## src/hw/imr_pkg.sv

```systemverilog
// Purpose: Shared constants and types for the I2C master receive/ack/stop block.
// Assumes: Q-phase clock equals clk; TICK_CYCLES is a power of two.
// Notes: Control bit positions follow the second control register layout.
package imr_pkg;
   // ==========================================================================
   // Widths
   localparam int BYTE_W = 8;
   localparam int BRG_W = 7;
   localparam int FIFO_DEPTH = 32;
   localparam int FIFO_CNT_W = 6;

   // ==========================================================================
   // Control register bit positions
   localparam int CTL_START_BIT = 0;
   localparam int CTL_STOP_BIT = 2;
   localparam int CTL_RCV_BIT = 3;
   localparam int CTL_ACK_BIT = 4;
   localparam int CTL_ACKVAL_BIT = 5;

   // ==========================================================================
   // Rate counter timing: one decrement per two Q phases
   localparam int TICK_CYCLES = 2;
   localparam int TICK_W = 1;
   localparam logic [TICK_W-1:0] TICK_LAST = 1'h1;

   // ==========================================================================
   // Bit counts and line values
   localparam logic [3:0] LAST_BIT = 4'h7;
   localparam logic [3:0] ACK_BIT_IDX = 4'h8;
   localparam logic LINE_RELEASED = 1'b1;
   localparam logic LINE_LOW_VALUE = 1'b0;

   typedef enum logic [3:0] {
      IMR_IDLE, IMR_START_A, IMR_START_B, IMR_BIT_LOW, IMR_BIT_WAIT, IMR_BIT_HIGH,
      IMR_ACK_LOW, IMR_ACK_WAIT, IMR_ACK_HIGH, IMR_STOP_A, IMR_STOP_B, IMR_STOP_WAIT,
      IMR_STOP_C, IMR_STOP_D, IMR_STOP_E
   } imr_phase_type;
endpackage : imr_pkg

```

## src/hw/imr_master.sv

```systemverilog
// Purpose: I2C master sequencer with receive, acknowledge, stop, start and collision.
// Assumes: SCL and SDA are open-drain, pulled up outside; pins are asynchronous.
// Notes: Received bytes queue in a FIFO; CPU reads pop it.
//
// Overview of operation
// - Receive starts only from idle; receive request outside idle is ignored.
// - During reception SCL toggles per counter rollover, SDA shifts in.
// - After eighth falling edge: store byte, flags set, SCL held low, idle.
// - Buffer full sets on byte load, clears when CPU reads the last queued byte.
// - Overflow sets when a byte completes while buffer full still set.
// - Buffer write during any sequence sets write clash and is discarded.
// - Acknowledge start pulls SCL low and drives SDA with acknowledge value.
// - Ack: one period, release SCL, wait high, one period, SCL low, idle.
// - Stop: SDA low, count, release SCL, one period later release SDA.
// - SDA high with SCL high sets halt; a period later done, interrupt.
// - Released SCL suspends counter until sampled high, then reload and count.
// - Keeps working in sleep; completed events request wake when enabled.
// - Device reset disables the unit and aborts any transfer.
// - Floating SDA for a one but sampling zero flags collision, idle.
// - Collision in transmit halts it, clears buffer full unless received bytes remain queued, releases lines.
// - Collision in a sequence aborts it, releases lines, clears its enable.
// - After collision keep watching; interrupt when a bus stop appears.
// - New buffer write after collision transmits from the first bit.
// - Start with SDA or SCL already low aborts with collision.
// - Start counts from reload once SDA high; SCL low then is collision.
// - SDA low early asserts SDA early; else second count ends SCL low.
// - Counter reloads from seven bits, counts down to zero, twice per cycle.
`timescale 1ns/10ps

// =============================================================================
// Receive FIFO
module imr_fifo #(
   parameter int WIDTH = 8,
   parameter int DEPTH = 32
) (
   input logic clk,
   input logic sys_rst,
   input logic clk_en,
   input logic in_valid,
   output logic in_ready,
   input logic [WIDTH-1:0] in_data,
   output logic out_valid,
   input logic out_ready,
   output logic [WIDTH-1:0] out_data,
   output logic [$clog2(DEPTH+1)-1:0] level
);
   localparam int PTR_W = $clog2(DEPTH);
   localparam int CNT_W = $clog2(DEPTH+1);
   typedef struct packed {
      logic [DEPTH-1:0][WIDTH-1:0] mem;
      logic [PTR_W-1:0] wr_ptr;
      logic [PTR_W-1:0] rd_ptr;
      logic [CNT_W-1:0] count;
      logic valid;
      logic full;
   } imr_fifo_state_type;
   imr_fifo_state_type q, d;
   logic push;
   logic pop;
   logic [CNT_W-1:0] cnt_next;

   // Pointers wrap naturally, so DEPTH must be a power of two
   always_comb begin
      d = q;
      push = in_valid && !q.full;
      pop = out_ready && q.valid;
      if (push) begin
         d.mem[q.wr_ptr] = in_data;
         d.wr_ptr = q.wr_ptr + 1'b1;
      end
      if (pop) begin
         d.rd_ptr = q.rd_ptr + 1'b1;
      end
      cnt_next = q.count + CNT_W'(push) - CNT_W'(pop);
      d.count = cnt_next;
      d.valid = cnt_next != '0;
      d.full = cnt_next == CNT_W'(DEPTH);
   end

   always_ff @(posedge clk or posedge sys_rst) begin
      if (sys_rst) begin
         q <= '0;
      end else if (clk_en) begin
         q <= d;
      end
   end

   assign in_ready = !q.full;
   assign out_valid = q.valid;
   assign out_data = q.mem[q.rd_ptr];
   assign level = q.count;
endmodule : imr_fifo

// =============================================================================
// Master sequencer
module imr_master
   import imr_pkg::*;
(
   input logic clk,
   input logic sys_rst,
   input logic clk_en,
   input logic scl_i,
   output logic scl_o,
   output logic scl_oe_n,
   input logic sda_i,
   output logic sda_o,
   output logic sda_oe_n,
   input logic ctl_wr,
   input logic [BYTE_W-1:0] ctl_wdata,
   input logic [BRG_W-1:0] reload_value,
   input logic buf_wr,
   input logic [BYTE_W-1:0] buf_wdata,
   output logic rd_valid,
   input logic rd_ready,
   output logic [BYTE_W-1:0] rd_data,
   input logic irq_clear,
   input logic collision_clear,
   input logic overflow_clear,
   input logic write_clash_clear,
   input logic sleep_mode,
   input logic irq_enable,
   output logic start_enable,
   output logic stop_enable,
   output logic receive_enable,
   output logic acknowledge_start,
   output logic acknowledge_value,
   output logic buffer_full,
   output logic overflow_flag,
   output logic write_clash_flag,
   output logic port_interrupt_flag,
   output logic collision_flag,
   output logic begin_detected,
   output logic halt_detected,
   output logic wake_request
);
   typedef struct packed {
      imr_phase_type st;
      logic scl_s1;
      logic scl_s2;
      logic sda_s1;
      logic sda_s2;
      logic scl_prev;
      logic sda_prev;
      logic scl_oe_n;
      logic sda_oe_n;
      logic [TICK_W-1:0] tick_cnt;
      logic [BRG_W-1:0] brg_cnt;
      logic brg_run;
      logic [3:0] bit_cnt;
      logic [BYTE_W-1:0] shift;
      logic tx_mode;
      logic tx_full;
      logic start_enable;
      logic stop_enable;
      logic receive_enable;
      logic acknowledge_start;
      logic ack_value;
      logic buffer_full;
      logic overflow;
      logic write_clash;
      logic port_irq;
      logic collision;
      logic begin_det;
      logic halt_det;
      logic watch;
      logic wake;
   } imr_state_type;
   imr_state_type q, d;
   logic tick;
   logic timeout;
   logic coll;
   logic rx_done;
   logic irq_set;
   logic halt_set;
   logic wclash_set;
   logic begin_ev;
   logic stop_ev;
   logic pop;
   logic fifo_ready;
   logic [BYTE_W-1:0] push_data;
   logic [FIFO_CNT_W-1:0] fifo_level;
   logic [FIFO_CNT_W-1:0] lvl_next;

   imr_fifo #(
      .WIDTH(BYTE_W),
      .DEPTH(FIFO_DEPTH)
   ) u_fifo (
      .clk(clk),
      .sys_rst(sys_rst),
      .clk_en(clk_en),
      .in_valid(rx_done),
      .in_ready(fifo_ready),
      .in_data(push_data),
      .out_valid(rd_valid),
      .out_ready(rd_ready),
      .out_data(rd_data),
      .level(fifo_level)
   );

   always_comb begin
      d = q;
      coll = 1'b0;
      rx_done = 1'b0;
      irq_set = 1'b0;
      halt_set = 1'b0;
      wclash_set = 1'b0;
      pop = rd_ready && rd_valid;
      push_data = {q.shift[BYTE_W-2:0], q.sda_s2};
      // Pins: second stage only feeds logic
      d.scl_s1 = scl_i;
      d.scl_s2 = q.scl_s1;
      d.sda_s1 = sda_i;
      d.sda_s2 = q.sda_s1;
      d.scl_prev = q.scl_s2;
      d.sda_prev = q.sda_s2;
      tick = q.tick_cnt == TICK_LAST;
      d.tick_cnt = tick ? '0 : q.tick_cnt + 1'b1;
      timeout = clk_en && tick && q.brg_run && q.brg_cnt == '0;
      if (q.brg_run && tick && q.brg_cnt != '0) begin
         d.brg_cnt = q.brg_cnt - 1'b1;
      end
      if (timeout) begin
         d.brg_run = 1'b0;
      end
      if (buf_wr && q.st != IMR_IDLE) begin
         wclash_set = 1'b1;
      end
      unique case (q.st)
         IMR_IDLE: begin
            if (buf_wr) begin
               d.shift = buf_wdata;
               d.tx_mode = 1'b1;
               d.tx_full = 1'b1;
               d.bit_cnt = '0;
               d.scl_oe_n = LINE_LOW_VALUE;
               d.brg_cnt = reload_value;
               d.brg_run = 1'b1;
               d.st = IMR_BIT_LOW;
            end else if (ctl_wr) begin
               d.ack_value = ctl_wdata[CTL_ACKVAL_BIT];
               if (ctl_wdata[CTL_START_BIT]) begin
                  d.start_enable = 1'b1;
                  if (!q.sda_s2 || !q.scl_s2) begin
                     coll = 1'b1;
                  end else begin
                     d.brg_cnt = reload_value;
                     d.brg_run = 1'b1;
                     d.st = IMR_START_A;
                  end
               end else if (ctl_wdata[CTL_STOP_BIT]) begin
                  d.stop_enable = 1'b1;
                  d.sda_oe_n = LINE_LOW_VALUE;
                  d.scl_oe_n = LINE_LOW_VALUE;
                  d.st = IMR_STOP_A;
               end else if (ctl_wdata[CTL_RCV_BIT] && fifo_ready) begin
                  d.receive_enable = 1'b1;
                  d.tx_mode = 1'b0;
                  d.bit_cnt = '0;
                  d.scl_oe_n = LINE_LOW_VALUE;
                  d.sda_oe_n = LINE_RELEASED;
                  d.brg_cnt = reload_value;
                  d.brg_run = 1'b1;
                  d.st = IMR_BIT_LOW;
               end else if (ctl_wdata[CTL_ACK_BIT]) begin
                  d.acknowledge_start = 1'b1;
                  d.scl_oe_n = LINE_LOW_VALUE;
                  d.sda_oe_n = ctl_wdata[CTL_ACKVAL_BIT];
                  d.brg_cnt = reload_value;
                  d.brg_run = 1'b1;
                  d.st = IMR_ACK_LOW;
               end
            end
         end
         IMR_START_A: begin
            if (!q.sda_s2 || timeout) begin
               d.sda_oe_n = LINE_LOW_VALUE;
               d.brg_cnt = reload_value;
               d.brg_run = 1'b1;
               d.st = IMR_START_B;
            end else if (!q.scl_s2) begin
               coll = 1'b1;
            end
         end
         IMR_START_B: begin
            if (timeout) begin
               d.scl_oe_n = LINE_LOW_VALUE;
               d.start_enable = 1'b0;
               irq_set = 1'b1;
               d.st = IMR_IDLE;
            end
         end
         IMR_BIT_LOW: begin
            d.sda_oe_n = (q.tx_mode && q.bit_cnt != ACK_BIT_IDX) ?
                         q.shift[BYTE_W-1] : LINE_RELEASED;
            if (timeout) begin
               d.scl_oe_n = LINE_RELEASED;
               d.st = IMR_BIT_WAIT;
            end
         end
         IMR_BIT_WAIT: begin
            if (q.scl_s2) begin
               d.brg_cnt = reload_value;
               d.brg_run = 1'b1;
               d.st = IMR_BIT_HIGH;
            end
         end
         IMR_BIT_HIGH: begin
            if (q.tx_mode && q.bit_cnt != ACK_BIT_IDX && q.sda_oe_n && !q.sda_s2) begin
               coll = 1'b1;
            end else if (timeout) begin
               d.scl_oe_n = LINE_LOW_VALUE;
               d.shift = push_data;
               d.bit_cnt = q.bit_cnt + 1'b1;
               if (!q.tx_mode && q.bit_cnt == LAST_BIT) begin
                  rx_done = 1'b1;
                  irq_set = 1'b1;
                  d.receive_enable = 1'b0;
                  d.st = IMR_IDLE;
               end else if (q.tx_mode && q.bit_cnt == ACK_BIT_IDX) begin
                  irq_set = 1'b1;
                  d.tx_mode = 1'b0;
                  d.st = IMR_IDLE;
               end else begin
                  if (q.tx_mode && q.bit_cnt == LAST_BIT) begin
                     d.tx_full = 1'b0;
                  end
                  d.brg_cnt = reload_value;
                  d.brg_run = 1'b1;
                  d.st = IMR_BIT_LOW;
               end
            end
         end
         IMR_ACK_LOW: begin
            if (timeout) begin
               d.scl_oe_n = LINE_RELEASED;
               d.st = IMR_ACK_WAIT;
            end
         end
         IMR_ACK_WAIT: begin
            if (q.scl_s2) begin
               d.brg_cnt = reload_value;
               d.brg_run = 1'b1;
               d.st = IMR_ACK_HIGH;
            end
         end
         IMR_ACK_HIGH: begin
            if (q.ack_value && !q.sda_s2) begin
               coll = 1'b1;
            end else if (timeout) begin
               d.scl_oe_n = LINE_LOW_VALUE;
               d.acknowledge_start = 1'b0;
               irq_set = 1'b1;
               d.st = IMR_IDLE;
            end
         end
         IMR_STOP_A: begin
            if (!q.sda_s2) begin
               d.brg_cnt = reload_value;
               d.brg_run = 1'b1;
               d.st = IMR_STOP_B;
            end
         end
         IMR_STOP_B: begin
            if (timeout) begin
               d.scl_oe_n = LINE_RELEASED;
               d.st = IMR_STOP_WAIT;
            end
         end
         IMR_STOP_WAIT: begin
            if (q.scl_s2) begin
               d.brg_cnt = reload_value;
               d.brg_run = 1'b1;
               d.st = IMR_STOP_C;
            end
         end
         IMR_STOP_C: begin
            if (timeout) begin
               d.sda_oe_n = LINE_RELEASED;
               d.st = IMR_STOP_D;
            end
         end
         IMR_STOP_D: begin
            if (q.sda_s2 && q.scl_s2) begin
               halt_set = 1'b1;
               d.brg_cnt = reload_value;
               d.brg_run = 1'b1;
               d.st = IMR_STOP_E;
            end
         end
         IMR_STOP_E: begin
            if (timeout) begin
               d.stop_enable = 1'b0;
               irq_set = 1'b1;
               d.st = IMR_IDLE;
            end
         end
         default: begin
            d.st = IMR_IDLE;
         end
      endcase
      begin_ev = q.sda_prev && !q.sda_s2 && q.scl_s2 && q.scl_prev;
      stop_ev = !q.sda_prev && q.sda_s2 && q.scl_s2 && q.scl_prev;
      if (begin_ev) begin
         d.begin_det = 1'b1;
         d.halt_det = 1'b0;
      end
      if (stop_ev || halt_set) begin
         d.begin_det = 1'b0;
         d.halt_det = 1'b1;
      end
      if (stop_ev && q.watch) begin
         irq_set = 1'b1;
         d.watch = 1'b0;
      end
      if (coll) begin
         d.st = IMR_IDLE;
         d.scl_oe_n = LINE_RELEASED;
         d.sda_oe_n = LINE_RELEASED;
         d.brg_run = 1'b0;
         d.start_enable = 1'b0;
         d.stop_enable = 1'b0;
         d.receive_enable = 1'b0;
         d.acknowledge_start = 1'b0;
         d.tx_mode = 1'b0;
         d.tx_full = 1'b0;
         d.watch = 1'b1;
      end
      // Sticky flags: a set in the clear cycle wins
      d.collision = (q.collision && !collision_clear) || coll;
      d.port_irq = (q.port_irq && !irq_clear) || irq_set;
      d.write_clash = (q.write_clash && !write_clash_clear) || wclash_set;
      d.overflow = (q.overflow && !overflow_clear) || (rx_done && q.buffer_full);
      d.wake = sleep_mode && irq_enable && irq_set;
      lvl_next = fifo_level + FIFO_CNT_W'(rx_done) - FIFO_CNT_W'(pop);
      d.buffer_full = d.tx_full || (lvl_next != '0);
   end

   always_ff @(posedge clk or posedge sys_rst) begin
      if (sys_rst) begin
         q <= '0;
         q.scl_oe_n <= LINE_RELEASED;
         q.sda_oe_n <= LINE_RELEASED;
         q.scl_s1 <= 1'b1;
         q.scl_s2 <= 1'b1;
         q.sda_s1 <= 1'b1;
         q.sda_s2 <= 1'b1;
         q.scl_prev <= 1'b1;
         q.sda_prev <= 1'b1;
      end else if (clk_en) begin
         q <= d;
      end
   end

   assign scl_o = LINE_LOW_VALUE;
   assign sda_o = LINE_LOW_VALUE;
   assign scl_oe_n = q.scl_oe_n;
   assign sda_oe_n = q.sda_oe_n;
   assign start_enable = q.start_enable;
   assign stop_enable = q.stop_enable;
   assign receive_enable = q.receive_enable;
   assign acknowledge_start = q.acknowledge_start;
   assign acknowledge_value = q.ack_value;
   assign buffer_full = q.buffer_full;
   assign overflow_flag = q.overflow;
   assign write_clash_flag = q.write_clash;
   assign port_interrupt_flag = q.port_irq;
   assign collision_flag = q.collision;
   assign begin_detected = q.begin_det;
   assign halt_detected = q.halt_det;
   assign wake_request = q.wake;
endmodule : imr_master

```

## config.mk

```make
export PLATFORM = sky130hd
export DESIGN_NAME = imr_master
export DESIGN_NICKNAME = d
export VERILOG_FILES = /design/src/hw/imr_pkg.sv /design/src/hw/imr_master.sv
export SDC_FILE = /design/constraint.sdc
export NUM_CORES = 1
export LEC_CHECK = 0
export BUFFER_PORTS_ARGS = -buffer_cell sky130_fd_sc_hd__buf_2
export CAP_MARGIN = 20
export CELL_PAD_IN_SITES_DETAIL_PLACEMENT = 1
export CELL_PAD_IN_SITES_GLOBAL_PLACEMENT = 1
export CORE_MARGIN = 2
export CORE_UTILIZATION = 35
export DETAILED_ROUTE_END_ITERATION = 6
export PLACE_DENSITY_LB_ADDON = 0.1
export SYNTH_ARGS = -nofsm -noshare
export SYNTH_HDL_FRONTEND = slang
export SYNTH_HIERARCHICAL = 1
export SYNTH_SLANG_ARGS = --single-unit
```

## constraint.sdc

```tcl
create_clock -name clk -period 10.6 [get_ports clk]
set_clock_uncertainty 0.2 [all_clocks]
set_input_delay 2.65 -clock clk [delete_from_list [all_inputs] [get_ports clk]]
set_output_delay 2.65 -clock clk [all_outputs]
set_load 0.005 [all_outputs]
```

# Word level (Yosys, flattened, before mapping)
# Index checks and enable logic that the tools add are counted.
# totals
ramBits	0
latchBits	0
regBits	323
wordCells	351
n_memories	0
inputBits	37
rom_bits	0
out_inout_bits	26
# classes
muxes	127
n_reduce_logical	82
n_eq_ne	62
bitwise_logic	1
n_div	0
add_sub_neg	9
n_lt_le_gt_ge	3
multipliers	0
shift	0
# ops
operator	n
$bwmux W256	1
$mux W8	13
$mux W4	24
$ne A3 B3 Y1 const B	32
$pmux W4 S14	1
$mux W1	54
$pmux W8 S6	1
$mux W22	2
$bmux W8 S5	1
$demux W8 S5	1
$mux W12	3
$eq A4 B4 Y1 const B	8
$logic_and A1 B1 Y1	32
$reduce_and A10 Y1	3
$pmux W14 S2	1
$mux W2	12
$reduce_and A8 Y1	3
$eq A4 B3 Y1 const B	5
$ne A4 B4 Y1 const B	5
$reduce_bool A6 Y1	3
$reduce_and A17 Y1	1
$add A6 B1 Y6	2
$lt A5 B6 Y1 const B	2
$reduce_bool A3 Y1	4
other kinds (38)	70

# Longest topological paths before layout
# logic_depth
ltp_word	13
mapped_depth	20
mapped_depth_nobuf	18

# By module
# Netlist, hierarchy kept.
# modules_own_cells
mod	n_inst	area_per_inst_um2	seq_area_each_um2	cells_each
imr_fifo	1	12863.6	6856.6	866
imr_master	1	3872.5	1236.2	468

# Worst setup path after synthesis
# OpenSTA, ideal clock, no wires.
# synth_timing
kind	input to register
startpoint	input clk_en
endpoint	register u_fifo.q, in the netlist u_fifo/out_valid
setup_slack_ps	4810
t_required_ps	10272
n_path_buf	1
setup_ps	128
arrival_ps	5462
stages	17
path_cell_list	and3_1 > nand3_4 > or2_2 > clkbuf_1 > nor2_1 > nor2b_2 > inv_1 > ha_1 > inv_1 > ha_1 > inv_1 > fa_1 > nand2b_1 > a21oi_1 > xnor2_1 > and4b_1 > o21ai_0
# synth_between
elab_chain_len	10
# synth_rtl
element	line_no	source
start, declared	imr_master.sv:101	input logic clk_en,
$logic_and A1 B1 Y1 (3 in a row)	imr_master.sv:218	timeout = clk_en && tick && q.brg_run && q.brg_cnt == '0;
$mux W1	imr_master.sv:310	end else if (timeout) begin
$mux W1	imr_master.sv:308	if (q.tx_mode && q.bit_cnt != ACK_BIT_IDX && q.sda_oe_n && !q.sda_s2) begin
$mux W1	imr_master.sv:228	unique case (q.st)
via rx_done	imr_master.sv:172	logic rx_done;
$logic_and A1 B1 Y1	imr_master.sv:65	push = in_valid && !q.full;
$add A6 B1 Y6	imr_master.sv:74	cnt_next = q.count + CNT_W'(push) - CNT_W'(pop);
$sub A6 B1 Y6	imr_master.sv:74	
$reduce_bool A6 Y1	imr_master.sv:76	d.valid = cnt_next != '0;
end signal, assigned	imr_master.sv:82	q <= '0;
end signal, assigned	imr_master.sv:84	q <= d;
end, declared	imr_master.sv:57	imr_fifo_state_type q, d;
# The timed path passes the listed nets, and every way through them passes these cells.
# A chain may end at the register's enable or synchronous reset.

# Worst setup path after layout
# layout_timing
startpoint	register u_fifo/q[8] (netlist bit)
endpoint	output rd_data[1]
# layout_between
elab_chain_len	2
# layout_rtl
element	line_no	source
$bmux W8 S5	imr_master.sv:90	assign out_data = q.mem[q.rd_ptr];
$mux W8 (implied by the code)	imr_master.sv:90	
end, declared	imr_master.sv:115	output logic [BYTE_W-1:0] rd_data,
# Every way passes these cells. The select of a mux whose other input is x is not followed.

==> flow_summary.ini <==
[place]
dp_slack_ns = 3.73
dp_cells = 1928
dp_hpwl_mm = 30.7
place.gp.congestion = 0.820
io_buffers = 57

[power]
p_sw_w = 0.00161
seqPwrFrac = 0.359
power_w = 0.00428
p_leak_nw = 8.77
ir_worst_vdd_mv = 0.116
p_int_w = 0.00266
power_density_mw_per_mm2 = 227
p_clk_frac = 0.323
pwr-share-comb = 0.318
swShare = 0.377

[clock_tree]
cts_hold_buf = 0
cts.clk_slew.worst_paths_ns = 0.06
htree_num_levels = 2
cts_sinks = 323
clock_latency_ns = 0.57
cts_root_buf = clkbuf_16
cts_resized = 0
cts_setup_buffers = 0
cts_max_path_buffers = 3
numCtsBuffers = 40
cts_tree = done

[global_routing]
first_global_vias = 11716
grt_max_degree = 132
grt_pass1_wl_mm = 73.5
grt_antenna_before_repair = 0
grt.overflow.total = 0
grt.total_usage = 0.193

[route]
drc = 0
wl_mm = 47.0
wl_per_cell_um = 23.5
drtAntennaViolNets = 0
dr.pass1.iters = 5
avgViaCountPerCell = 5.54
first_iter_violations = 598
vias = 11083

[hold_path]
hold_path_class = reg -> reg

[logic_synthesis]
avgSynthCellArea_um2 = 12.5
seq_area_frac_synth = 0.484
async_reset_ff_frac = 1.00
synth_area_leaders = dfrtp_1 47%, mux2_2 17%, mux4_2 5.7%
synth_top_area_share = 0.471
synth_warnings = 6
synth_top_area_cell = dfrtp_1
ys_ff_latch = 323
yosys_most_used_dff = dfrtp_1
synth_edf_count = 0
netlist_area_mm2 = 0.0167
synth.distinct_cells = 92
netlist_instances = 1334

[die]
fp.dieW_um = 223
core_mm2 = 0.0474
dieArea_mm2 = 0.0496
num_rows = 80
die_y_um = 223
start_util = 0.353
ios = 63

[setup_path]
worstSetupEndpointType = output pin
crit_chain = buf_4, mux4_1, a22o_1, a211oi_1, a21oi_1, buf_2
worstSetupPathType = reg -> out
start_kind = register
critPathRequiredTime_ns = 7.75
crit_fanout = 43
slowest_stage = dfrtp_4
critPathArrivalTime_ns = 4.05
slowest_delay_ns = 0.96

[final_layout]
final_cell_mix = 313 x dfrtp_1, 259 x mux2_2, 58 x nand2_1, 57 x buf_2, 46 x nor2_1
diodes = 0
area_growth_syn_to_layout_pct = 12.4
final_common_cell = dfrtp_1
fin_cells = 2001
nets = 1416
drive_gt1_frac = 0.366

[job]
drv_cap = 0

[timing]
setup_viol = 0
period_minus_slack_ns = 6.90
timing.final.crit_share = 0.651
grt_setup_unrepaired = no
tns_ns = 0
max_freq_mhz = 145
drv_slew = 0
finalHoldViolations = 0
maxSlewHeadroom = 0.272
setup_ws_ns = 3.70
worst_slew_pin_slew_ns = 1.09

[outcome]
outcome = completed
==> path summary, 6_finish.rpt <==
kind / startpoint / endpoint / slack, ns / depth (start not counted)
setup reg to reg: q[29]$_DFFE_PP0P_ / u_fifo/out_valid$_DFFE_PP0P_ / 5.73 / 18
setup / recovery: u_fifo/q[8]$_DFFE_PP0P_ / rd_data[1] / 3.70 / 6
hold / removal: halt_detected$_DFFE_PP0P_ / halt_detected$_DFFE_PP0P_ / 0.27 / 1
min in group asynchronous: sys_rst / u_fifo/q[258]$_DFFE_PP0P_ / 2.09 / 2
max in group asynchronous: sys_rst / u_fifo/q[203]$_DFFE_PP0P_ / 6.58 / 3
hold reg to reg: halt_detected$_DFFE_PP0P_ / halt_detected$_DFFE_PP0P_ / 0.27 / 1
==> kinds of logic (layout without fill, tap and decap cells) <==
logic type	Yosys count	count (layout)	share of synthesized area
xor+xnor	19	19	0.00994
simple gates	246	246	0.0843
mux	354	354	0.270
fa+ha+maj	22	22	0.0173
other cells	1	2	0.000224
buf+inv	140	191	0.0403
compound gates	229	229	0.0944
flops	323	323	0.484
==> cells in the mapped netlist (13+ instances only) <==
cell and instances:
inv_1 40, nand3_1 19, ha_1 20, dfrtp_1 315, mux2_2 259, nand2_1 58, buf_2 18, a22oi_1 21
nand4_1 13, mux4_2 42, a211oi_1 22, a21oi_1 43, nor2_1 47, clkbuf_1 56, o21ai_0 39, mux2i_1 37
o22ai_1 16
==> sequential cells by signal (all words and copies together) (netlist names), 4 cells and up <==
name          count
d                 4
u_fifo/level      6
q                22
u_fifo/q        267
push_data         7
==> power groups by stage <==
stage / registers [W] / clock network, W / logic [W]
finish: 0.00154 / 0.00138 / 0.00136
global route: 0.00156 / 0.00148 / 0.00152
CTS: 0.00154 / 0.00143 / 0.00138
detailed placement: 0.00156 / 0 / 0.00137
global placement: 0.00156 / 0 / 0.00136
floorplan: 0.00142 / 0 / 0.00107
==> worst max-delay path, delay by kind of cell, from the launching register on <==
family	cells	cell delay, ns
DFF	1	0.96
AOI/OAI and AO/OA	3	0.81
muxes	1	0.65
buffers and inverters	2	1.02
==> per-stage QoR <==
step | cell area (um^2) | utilization | hold WS [ns]
after detailed placement | 17400 | 0.368 | 0.262
after floorplan | 16700 | - | 0.257
after global routing | 18800 | 0.396 | 0.305
after CTS | 18800 | 0.396 | 0.275
after global placement | 17400 | 0.368 | 0.261
final | 18800 | 0.396 | 0.272
==> layout make-up <==
| type | instances | area, um^2 |
|---|---|---|
| clock buffers | 57 | 1170 |
| clock inverters | 14 | 161 |
| fillers | 5038 | 28600 |
| inverters | 40 | 158 |
| multi-input cells | 872 | 7980 |
| flip-flops and latches | 323 | 8100 |
| well taps | 615 | 769 |
| repair buffers | 80 | 470 |
==> routing by layer <==
metal,up-vias,part of all wire,track usage,routed length (um)
li1,5002,-,-,-
met1,5854,0.48,0.277,22500
met2,166,0.46,0.305,21800
met3,61,0.035,0.0261,1630
met4,0,0.024,0.0563,1110
met5,-,0,0,0
(Power assumes the default switching activity.)
